[src/design/sgi_pkg.sv]
// Constants, types and timing counts for the graphics DRAM start-up and self-refresh controller.
// Assumes a single 125 MHz system clock that also clocks the memory, and one memory device on the pins.
//
// Summary of operation
// - Round every nanosecond time up to cycles
// - Fast grade: 72/24/48 ns timings
// - Middle grade: 90/30/60 ns timings
// - Slow grade: 108/36/72 ns; mode set two clocks
// - Power-up: NOP, clock enable and masks high
// - Wait 200 us before first start command
// - Keep byte masks high during the pause
// - Precharge both banks, then mode register set
// - At least two auto-refreshes finish start-up
// - Self-refresh entry: select, strobes, enable low
// - Enable low at least activate-to-precharge time
// - Restart clock, let it settle, then raise enable
// - Enable stays high at least exit time
// - Exit starts with chip select high
// - Wait one row cycle after enable rises
// - Burst refresh 1024 before entry and after exit
// - Exit enable-high time is 8/10/12 ns
package sgi_pkg;

  // ****************************************
  // Clock and conversion
  // ****************************************
  localparam int unsigned CLK_PERIOD_PS = 8000;

  function automatic int unsigned ns_to_cyc_up(input int unsigned ns);
    int unsigned r;
    r = (ns * 1000 + CLK_PERIOD_PS - 1) / CLK_PERIOD_PS;
    if (r < 1) begin
      r = 1;
    end
    return r;
  endfunction

  // ****************************************
  // Speed grade timings in ns
  // ****************************************
  localparam int unsigned G8_TRC_NS   = 72;
  localparam int unsigned G8_TRP_NS   = 24;
  localparam int unsigned G8_TRRD_NS  = 16;
  localparam int unsigned G8_TRAS_NS  = 48;
  localparam int unsigned G8_TRSC_NS  = 8;
  localparam int unsigned G8_TSRX_NS  = 8;
  localparam int unsigned G10_TRC_NS  = 90;
  localparam int unsigned G10_TRP_NS  = 30;
  localparam int unsigned G10_TRAS_NS = 60;
  localparam int unsigned G10_TRSC_NS = 10;
  localparam int unsigned G10_TSRX_NS = 10;
  localparam int unsigned G12_TRC_NS  = 108;
  localparam int unsigned G12_TRP_NS  = 36;
  localparam int unsigned G12_TRAS_NS = 72;
  localparam int unsigned G12_TRSC_NS = 12;
  localparam int unsigned G12_TSRX_NS = 12;

  // ****************************************
  // Sequence figures
  // ****************************************
  localparam int unsigned PWRUP_US       = 200;
  localparam int unsigned PWRUP_CYC_DEF  = (PWRUP_US * 1000000 + CLK_PERIOD_PS - 1) / CLK_PERIOD_PS;
  localparam int unsigned CLK_STABLE_NS  = 80;
  localparam logic [10:0] INIT_REF_CNT   = 11'h002;
  localparam logic [10:0] BURST_REF_CNT  = 11'h400;
  localparam int unsigned ADDR_W         = 9;
  localparam int unsigned DQM_W          = 4;
  localparam logic [8:0]  ADDR_PRE_ALL   = 9'h100;

  // ****************************************
  // Commands and states
  // ****************************************
  typedef struct packed {
    logic cs_n;
    logic ras_n;
    logic cas_n;
    logic we_n;
  } sgi_cmd_t;

  localparam sgi_cmd_t CMD_DESEL = 4'hf;
  localparam sgi_cmd_t CMD_NOP   = 4'h7;
  localparam sgi_cmd_t CMD_PRE   = 4'h2;
  localparam sgi_cmd_t CMD_MRS   = 4'h0;
  localparam sgi_cmd_t CMD_REF   = 4'h1;

  typedef enum logic [3:0] {
    S_PWR   = 4'h0,
    S_PRE   = 4'h1,
    S_PREW  = 4'h2,
    S_MRS   = 4'h3,
    S_MRSW  = 4'h4,
    S_REF   = 4'h5,
    S_REFW  = 4'h6,
    S_IDLE  = 4'h7,
    S_SRE   = 4'h8,
    S_SRH   = 4'h9,
    S_CLKON = 4'ha,
    S_SRX   = 4'hb
  } sgi_state_t;

  typedef enum logic [1:0] {
    PH_INIT = 2'h0,
    PH_PRE  = 2'h1,
    PH_POST = 2'h2
  } sgi_phase_t;

endpackage

[src/design/sgi_ctrl.sv]
// Host-side controller: power-up sequence and self-refresh entry/exit for a graphics DRAM.
// Assumes the memory shares sys_clk; mem_clk_en gates the memory clock outside this block.
`timescale 1ns/10ps
`default_nettype none
module sgi_ctrl
  import sgi_pkg::*;
#(
  parameter int GRADE     = 0,
  parameter int PWRUP_CYC = PWRUP_CYC_DEF
) (
  input  wire logic             sys_clk,
  input  wire logic             rst_b,
  input  wire logic             ce,
  input  wire logic [8:0]       mode_word,
  input  wire logic             burst_refresh,
  input  wire logic             sr_req,
  output logic                  init_done,
  output logic                  sr_active,
  output logic                  mem_clk_en,
  output logic                  mem_cke,
  output sgi_cmd_t              mem_cmd,
  output logic                  mem_bank,
  output logic [ADDR_W-1:0]     mem_addr,
  output logic [DQM_W-1:0]      mem_dqm
);

  // ****************************************
  // Cycle counts for the chosen grade
  // ****************************************
  localparam int TRC_CYC    = ns_to_cyc_up(GRADE == 0 ? G8_TRC_NS : GRADE == 1 ? G10_TRC_NS : G12_TRC_NS);
  localparam int TRP_CYC    = ns_to_cyc_up(GRADE == 0 ? G8_TRP_NS : GRADE == 1 ? G10_TRP_NS : G12_TRP_NS);
  localparam int TRAS_CYC   = ns_to_cyc_up(GRADE == 0 ? G8_TRAS_NS : GRADE == 1 ? G10_TRAS_NS : G12_TRAS_NS);
  localparam int TRSC_CYC   = ns_to_cyc_up(GRADE == 0 ? G8_TRSC_NS : GRADE == 1 ? G10_TRSC_NS : G12_TRSC_NS);
  localparam int TSRX_CYC   = ns_to_cyc_up(GRADE == 0 ? G8_TSRX_NS : GRADE == 1 ? G10_TSRX_NS : G12_TSRX_NS);
  localparam int STABLE_CYC = ns_to_cyc_up(CLK_STABLE_NS);
  localparam int TRC_M1     = TRC_CYC - 1;
  localparam int TSRX_M1    = TSRX_CYC - 1;

  // ****************************************
  // State
  // ****************************************
  sgi_state_t  state_reg;
  sgi_state_t  state_next;
  logic [15:0] timer_reg;
  logic [15:0] timer_next;
  logic [10:0] ref_cnt_reg;
  logic [10:0] ref_cnt_next;
  sgi_phase_t  phase_reg;
  sgi_phase_t  phase_next;
  logic        done_reg;
  logic        done_next;
  logic [10:0] ref_goal;
  logic        timer_end;

  assign ref_goal  = (phase_reg == PH_INIT) ? INIT_REF_CNT : BURST_REF_CNT;
  assign timer_end = (timer_reg <= 16'h0001);

  // ****************************************
  // Sequencer
  // ****************************************
  always_comb begin
    state_next   = state_reg;
    timer_next   = (timer_reg != 16'h0000) ? timer_reg - 16'h0001 : 16'h0000;
    ref_cnt_next = ref_cnt_reg;
    phase_next   = phase_reg;
    done_next    = done_reg;
    case (state_reg)
      S_PWR: begin
        if (timer_end) begin
          state_next = S_PRE;
        end
      end
      S_PRE: begin
        state_next = S_PREW;
        timer_next = 16'(TRP_CYC - 1);
      end
      S_PREW: begin
        if (timer_end) begin
          state_next = S_MRS;
        end
      end
      S_MRS: begin
        state_next = S_MRSW;
        timer_next = 16'(TRSC_CYC - 1);
      end
      S_MRSW: begin
        if (timer_end) begin
          state_next   = S_REF;
          ref_cnt_next = 11'h000;
          phase_next   = PH_INIT;
        end
      end
      S_REF: begin
        state_next   = S_REFW;
        ref_cnt_next = ref_cnt_reg + 11'h001;
        timer_next   = 16'(TRC_CYC - 1);
      end
      S_REFW: begin
        if (timer_end) begin
          if (ref_cnt_reg != ref_goal) begin
            state_next = S_REF;
          end else if (phase_reg == PH_PRE) begin
            state_next = S_SRE;
          end else begin
            state_next = S_IDLE;
            done_next  = 1'b1;
          end
        end
      end
      S_IDLE: begin
        if (sr_req) begin
          if (burst_refresh) begin
            state_next   = S_REF;
            ref_cnt_next = 11'h000;
            phase_next   = PH_PRE;
          end else begin
            state_next = S_SRE;
          end
        end
      end
      S_SRE: begin
        state_next = S_SRH;
        timer_next = 16'(TRAS_CYC - 1);
      end
      S_SRH: begin
        if (timer_end && !sr_req) begin
          state_next = S_CLKON;
          timer_next = 16'(STABLE_CYC);
        end
      end
      S_CLKON: begin
        if (timer_end) begin
          state_next = S_SRX;
          timer_next = 16'(TRC_CYC);
        end
      end
      S_SRX: begin
        if (timer_end) begin
          if (burst_refresh) begin
            state_next   = S_REF;
            ref_cnt_next = 11'h000;
            phase_next   = PH_POST;
          end else begin
            state_next = S_IDLE;
          end
        end
      end
      default: begin
        state_next = S_PWR;
      end
    endcase
  end

  always_ff @(posedge sys_clk or negedge rst_b) begin
    if (!rst_b) begin
      state_reg <= S_PWR;
      timer_reg <= 16'(PWRUP_CYC);
    end else if (ce) begin
      state_reg <= state_next;
      timer_reg <= timer_next;
    end
  end

  always_ff @(posedge sys_clk or negedge rst_b) begin
    if (!rst_b) begin
      ref_cnt_reg <= 11'h000;
      phase_reg   <= PH_INIT;
      done_reg    <= 1'b0;
    end else if (ce) begin
      ref_cnt_reg <= ref_cnt_next;
      phase_reg   <= phase_next;
      done_reg    <= done_next;
    end
  end

  // ****************************************
  // Pin drive
  // ****************************************
  always_ff @(posedge sys_clk or negedge rst_b) begin
    if (!rst_b) begin
      mem_cmd  <= CMD_NOP;
      mem_cke  <= 1'b1;
      mem_addr <= 9'h000;
      mem_bank <= 1'b0;
    end else if (ce) begin
      mem_bank <= 1'b0;
      mem_addr <= 9'h000;
      mem_cke  <= !(state_reg == S_SRE || state_reg == S_SRH || state_reg == S_CLKON);
      case (state_reg)
        S_PRE: begin
          mem_cmd  <= CMD_PRE;
          mem_addr <= ADDR_PRE_ALL;
        end
        S_MRS: begin
          mem_cmd  <= CMD_MRS;
          mem_addr <= mode_word;
        end
        S_REF: begin
          mem_cmd <= CMD_REF;
        end
        S_SRE: begin
          mem_cmd <= CMD_REF;
        end
        S_SRH, S_CLKON, S_SRX: begin
          mem_cmd <= CMD_DESEL;
        end
        default: begin
          mem_cmd <= CMD_NOP;
        end
      endcase
    end
  end

  always_ff @(posedge sys_clk or negedge rst_b) begin
    if (!rst_b) begin
      mem_clk_en <= 1'b1;
      mem_dqm    <= 4'hf;
      init_done  <= 1'b0;
      sr_active  <= 1'b0;
    end else if (ce) begin
      mem_clk_en <= (state_reg != S_SRH);
      mem_dqm    <= done_reg ? 4'h0 : 4'hf;
      init_done  <= done_reg;
      sr_active  <= (state_reg == S_SRE || state_reg == S_SRH || state_reg == S_CLKON || state_reg == S_SRX);
    end
  end

  // ****************************************
  // Checks
  // ****************************************
  logic [15:0] since_rst_reg;
  logic [15:0] cke_low_reg;
  logic [1:0]  init_refs_reg;

  always_ff @(posedge sys_clk or negedge rst_b) begin
    if (!rst_b) begin
      since_rst_reg <= 16'h0000;
      cke_low_reg   <= 16'h0000;
      init_refs_reg <= 2'h0;
    end else if (ce) begin
      if (since_rst_reg != 16'hffff) begin
        since_rst_reg <= since_rst_reg + 16'h0001;
      end
      cke_low_reg <= mem_cke ? 16'h0000 : cke_low_reg + 16'h0001;
      if (!init_done && mem_cmd == CMD_REF && init_refs_reg != 2'h3) begin
        init_refs_reg <= init_refs_reg + 2'h1;
      end
    end
  end

  // ****************************************
  // Refresh spacing and burst tally
  // ****************************************
  logic [15:0] ref_gap_reg;
  logic [10:0] burst_refs_reg;

  always_ff @(posedge sys_clk or negedge rst_b) begin
    if (!rst_b) begin
      ref_gap_reg <= 16'hffff;
    end else if (ce) begin
      if (mem_cmd == CMD_REF) begin
        ref_gap_reg <= 16'h0000;
      end else if (ref_gap_reg != 16'hffff) begin
        ref_gap_reg <= ref_gap_reg + 16'h0001;
      end
    end
  end

  always_ff @(posedge sys_clk or negedge rst_b) begin
    if (!rst_b) begin
      burst_refs_reg <= 11'h000;
    end else if (ce) begin
      if (state_reg == S_IDLE || !mem_cke) begin
        burst_refs_reg <= 11'h000;
      end else if (mem_cmd == CMD_REF) begin
        burst_refs_reg <= burst_refs_reg + 11'h001;
      end
    end
  end
endmodule
`default_nettype wire

[config.mk]
export PLATFORM = sky130hd
export DESIGN_NAME = sgi_ctrl
export DESIGN_NICKNAME = d
export VERILOG_FILES = /design/src/design/sgi_pkg.sv /design/src/design/sgi_ctrl.sv
export SDC_FILE = /design/constraint.sdc
export NUM_CORES = 1
export LEC_CHECK = 0
export ABC_AREA = 1
export ABC_CLOCK_PERIOD_IN_PS = 1900
export BUFFER_PORTS_ARGS = -buffer_cell sky130_fd_sc_hd__buf_2
export CAP_MARGIN = 30
export CELL_PAD_IN_SITES_DETAIL_PLACEMENT = 1
export CELL_PAD_IN_SITES_GLOBAL_PLACEMENT = 1
export CORE_ASPECT_RATIO = 1.25
export CORE_MARGIN = 4
export CORE_UTILIZATION = 43
export DETAILED_ROUTE_END_ITERATION = 8
export GPL_TIMING_DRIVEN = 0
export PLACE_DENSITY = 0.86
export SYNTH_ARGS = -nofsm -noshare
export SYNTH_HDL_FRONTEND = slang
export SYNTH_SLANG_ARGS = --single-unit
[constraint.sdc]
create_clock -name sys_clk -period 1.9 [get_ports sys_clk]
set_input_delay 0.475 -clock sys_clk [delete_from_list [all_inputs] [get_ports sys_clk]]
set_output_delay 0.475 -clock sys_clk [all_outputs]
set_load 0.005 [all_outputs]
After elaboration in Yosys (flattened, before gate mapping)
Cells that the tools add are included.

Flip-flop bits (word level): 55. Input bits: 14. Output and inout port bits: 22. Logic and storage cells: 93.

$add $sub $neg: 2. Order comparisons: 1. Equality and inequality tests: 24. Multiplexer cells: 32. Bitwise gates (word level): 2. Reductions and logical operators: 17.

Operator list (number): $pmux W16 S6 (1); $mux W11 (5); $mux W16 (3); $mux W4 (12); $pmux W4 S12 (1); $pmux W11 S4 (1); $ne A2 B2 Y1 const B (10); $pmux W9 S2 (1); $eq A4 B3 Y1 const B (4); $eq A4 B4 Y1 const B (4); $le A16 B1 Y1 const B (1); $pmux W4 S4 (1); $reduce_bool A16 Y1 (1); $sub A16 B1 Y16 const B (1); $mux W2 (6); $add A11 B1 Y11 const B (1); $ne A11 B11 Y1 (1); $reduce_and A5 Y1 (2); $reduce_and A9 Y1 (1); $eq A4 B2 Y1 const B (2); $reduce_and A7 Y1 (1); $pmux W2 S3 (1); $eq A4 B1 Y1 const B (1); $logic_not A4 Y1 (1); 11 further kinds (15).

Logic depth before layout (Yosys ltp)
Word-level depth: 6. Mapped depth: 13. Gate-level depth less buffers: 12.

Worst setup path before layout
OpenSTA, ideal clock, no wires.

Path type: register to register. Start point: reg timer_reg[0]. End point: reg timer_reg[11]. Setup time: 0.129 ns. Arrival: 1.627 ns. Required time: 1.771 ns. Setup slack: 0.145 ns. Cell stages (with the launch flop): 12. Path buffers: 0. Path through: dfrtp_1 inv_1 ha_1 inv_1 nand2_1 nand2_1 nor2_1 nand2_2 a21oi_4 nand2_4 a21oi_4 nor2_1.

Word-level cells in the longest chain between the ends: 4. Elaborated cells between the ends (all ways): 8.

RTL lines: from (decl) (RTL line sgi_ctrl.sv:44) `logic [15:0] timer_reg;`; from (signal assigned) (RTL line sgi_ctrl.sv:157) `timer_reg <= 16'(PWRUP_CYC);`; from (signal assigned) (RTL line sgi_ctrl.sv:160) `timer_reg <= timer_next;`; $sub A16 B1 Y16 (tied with other cells) (RTL line sgi_ctrl.sv:63) `timer_next = (timer_reg != 16'h0000) ? timer_reg - 16'h0001 : 16'h0000;`; $mux W16 or $logic_and A1 B1 Y1 (tied branches) (RTL line sgi_ctrl.sv:63, sgi_ctrl.sv:126); $mux W16 (on tied branches) (RTL line sgi_ctrl.sv:132, sgi_ctrl.sv:126); $pmux W16 S6 (*) (RTL line sgi_ctrl.sv:67) `case (state_reg)`.

Mark *: on every way between the ends. The rest lies on a longest branch, timed or not. A chain may end at the register's enable or synchronous reset.

Worst setup path after layout
Start point: reg timer_reg[10]. End point: reg timer_reg[9].

Word-level cells in the longest chain between the ends: 4. Elaborated cells between the ends (all ways): 7.

RTL lines (RTL line): $le A16 B1 Y1 or $reduce_bool A16 Y1 (tied branches) (sgi_ctrl.sv:56, sgi_ctrl.sv:63); $logic_and A1 B1 Y1 or $mux W16 (tied branches) (sgi_ctrl.sv:126, sgi_ctrl.sv:63); $mux W16 (on tied branches) (sgi_ctrl.sv:126, sgi_ctrl.sv:132); $pmux W16 S6 (*) (sgi_ctrl.sv:67).

Marks and branches as above.

==> reports/results.txt <==
status -> completed
CTS tree -> built
Ports -> 36
crit path from -> timer_reg[10]
YS warnings -> 0
Synthesized Nets -> 397
Max Fclk -> 553.7 MHz
Final HPWL DP -> 5.750 mm
Final Hold Vio Count -> 0
R2R Setup Slk -> 0.09 ns
Max VDD drop -> 0.5757 mV
hold_buf cts -> 0
minimum clock period -> 1.806 ns
Crit. End Element -> flip-flop
grt ovf -> 0
max FFs per register -> 16
die height -> 101.5 um
final slew viol count -> 0
antenna-violating nets left -> 0
CTS H-tree lvls -> 2
crit path DAT -> 2.01 ns
Worst Reg-to-Reg Cells -> 9
Total Nets Final -> 449
LEAKAGE -> 1.714 nW
Reg-to-Reg End -> timer_reg[9]
flops & latches, synth -> 52
Remaining DRCs -> 0
Syn Inst Count -> 379
CP startpoint kind -> flip-flop
Rel. slew slack -> 53.03%
Worst-Skew Late Latency -> 0.31 ns
area delta synth->final -> 17.96%
drt pass-1 iters -> 4
syn avg cell area -> 7.940 sq um
dpl cell area -> 0.003308 sq mm
worst slack, placed -> -0.2161 ns
Bufs on Longest Clock Path -> 2
fin area -> 0.003550 sq mm
routed wl met3 -> 132 um
Distinct cells, synth -> 36
drt via density -> 5.183
WL per Instance -> 15.35 um
antenna fix cells -> 0
Seq/Total Area, Yosys -> 43.74%
DR vias -> 2690
input/output buffers -> 34
maxcap violations -> 0
critical path endpoint -> timer_reg[9]
launch point of the worst reg-to-reg path -> timer_reg[10]
post-placement cell count -> 501
FP Rows -> 33
HP Class -> in -> async
antenna violations before repair -> 0
CP Class -> reg -> reg
total CTS buffers -> 5
clock sink count -> 52
first-pass GRT wire length -> 13.61 mm
gp weighted congestion -> 0.8361
Total GRT Usage -> 19.75%
met1 wire length -> 3.276 mm
setup_tns -> 0 ns
largest net degree at the start of global routing -> 28
initial detailed-routing violation count -> 59
period utilization -> 95.05%
Initial Utilization -> 44.99%
Core Area -> 0.006689 sq mm
skew final -> 0.01168 ns
vias in the first global route -> 2929
Chip Width -> 82.82 um
clock transition at the registers of the reported paths -> 0.10 ns
setup ws final -> 0.09405 ns
final setup vio count -> 0
post-layout util -> 53.07%
Top Metal Used -> met4
non-filler cells, final -> 519
PwrDens -> 1422 mW/mm^2
critical-path maximum fanout -> 7
Critical Path RT -> 2.10 ns
final WL -> 7.968 mm
metal2 WL -> 4.433 mm
CTS root buffer -> clkbuf_8
die area -> 0.008409 sq mm
layout cell share with drive strength beyond 1 -> 25.46%
Worst Max-Slew Pin Slew -> 0.7019 ns
Post-Syn Area -> 0.003009 sq mm
-- layer usage --
metal | vias to the layer above | global-route usage, %
li1 | 1315 | -
met1 | 1330 | 22.31
met2 | 33 | 38.64
met3 | 12 | 2.360
met4 | 0 | 6.164
met5 | - | 0
-- worst min-delay path by stage --
stage	start	end	slack (ns)
6_report	rst_b	timer_reg[12]	0.17
5_1_grt	rst_b	timer_reg[12]	0.20
4_1_cts	rst_b	timer_reg[12]	0.18
3_5_place_dp	done_reg	done_reg	0.46
3_3_place_gp	init_done	init_done	0.45
2_1_floorplan	rst_b	done_reg	0.18
-- kinds of logic (layout without fill, tap and decap cells) --
| family | Yosys count | after routing | synth area share, % |
|---|---|---|---|
| XOR/XNOR | 22 | 22 | 6.403 |
| buffers and inverters | 50 | 103 | 7.193 |
| AO/OA/AOI/OAI | 48 | 48 | 10.64 |
| flip-flops | 52 | 52 | 43.74 |
| other | 1 | 1 | 0.1246 |
| AND/OR/NAND/NOR | 202 | 202 | 30.23 |
| adder cells (fa/ha/maj) | 4 | 4 | 1.663 |
-- timing repair --
action	CTS	global route
pin swaps	4	8
setup endpoints to repair	26	29
buffers inserted	6	4
gates resized for setup	7	10
-- per-stage QoR --
step / hold slack [ns] / power (mW)
2_1_floorplan: 0.1794 / 3.409
3_3_place_gp: 0.4538 / 3.910
3_5_place_dp: 0.4643 / 4.035
4_1_cts: 0.1762 / 4.908
5_1_grt: 0.1991 / 5.484
6_report: 0.1668 / 5.046
-- cell usage after synthesis, drive strengths merged --
library cell / number / area [sq um]
a21oi: 11 / 77.57
a32o: 8 / 80.08
buf: 9 / 60.05
clkbuf: 2 / 7.510
conb: 1 / 3.750
dfrtp: 40 / 1001
dfstp: 12 / 315.3
ha: 4 / 50.05
inv: 39 / 148.9
nand2: 93 / 379.1
nand3: 21 / 122.6
nand4: 7 / 43.79
nor2: 70 / 307.8
nor3: 10 / 50.05
o21a: 2 / 15.01
o21ai: 24 / 123.9
o21bai: 1 / 7.510
o22a: 1 / 8.760
o31ai: 1 / 7.510
or2: 1 / 6.260
xnor2: 4 / 35.03
xor2: 18 / 157.7
-- layout by cell type, fill, tap and decap left out, types with 3 or more instances in the layout --
| cell | n |
|---|---|
| clkbuf_8 | 5 |
| nand2_1 | 84 |
| dfstp_2 | 12 |
| nor2_4 | 6 |
| nand2_2 | 5 |
| nor2_2 | 7 |
| buf_2 | 37 |
| inv_1 | 32 |
| nor2_1 | 57 |
| nand2_4 | 4 |
| inv_2 | 6 |
| nand3_1 | 18 |
| clkbuf_1 | 3 |
| xor2_1 | 18 |
| ha_1 | 3 |
| nand4_1 | 7 |
| a21oi_1 | 8 |
| nor3_1 | 10 |
| buf_4 | 12 |
| o21ai_0 | 22 |
| dfrtp_1 | 40 |
| xnor2_1 | 4 |
| a32o_1 | 8 |
-- critical path, stage by stage (launching register included) --
cell	delay [ns]
dfrtp_1	0.44
nor2_1	0.20
nand2_1	0.13
nor2_4	0.21
nand2_4	0.11
a21oi_4	0.18
nand2_4	0.08
a21oi_4	0.18
buf_12	0.14
nor2_1	0.04
-- power by group --
part           total [mW]  switching (mW)  internal, mW
clock               0.654           0.390         0.263
combinational        2.59            1.58          1.00
sequential           1.80           0.315          1.49
total                5.05            2.29          2.76
-- final cells by class --
class                      count  area, sq um
multi-input combinational    277         1535
fill                         859         3139
clock inverter                 2        16.27
timing repair buffer          45        281.5
buffer                        11        67.56
tap                           87        108.9
inverter                      39        151.4
sequential                    52         1316
clock buffer                   6        72.57
Note: power is estimated with default switching activity, not from simulation.
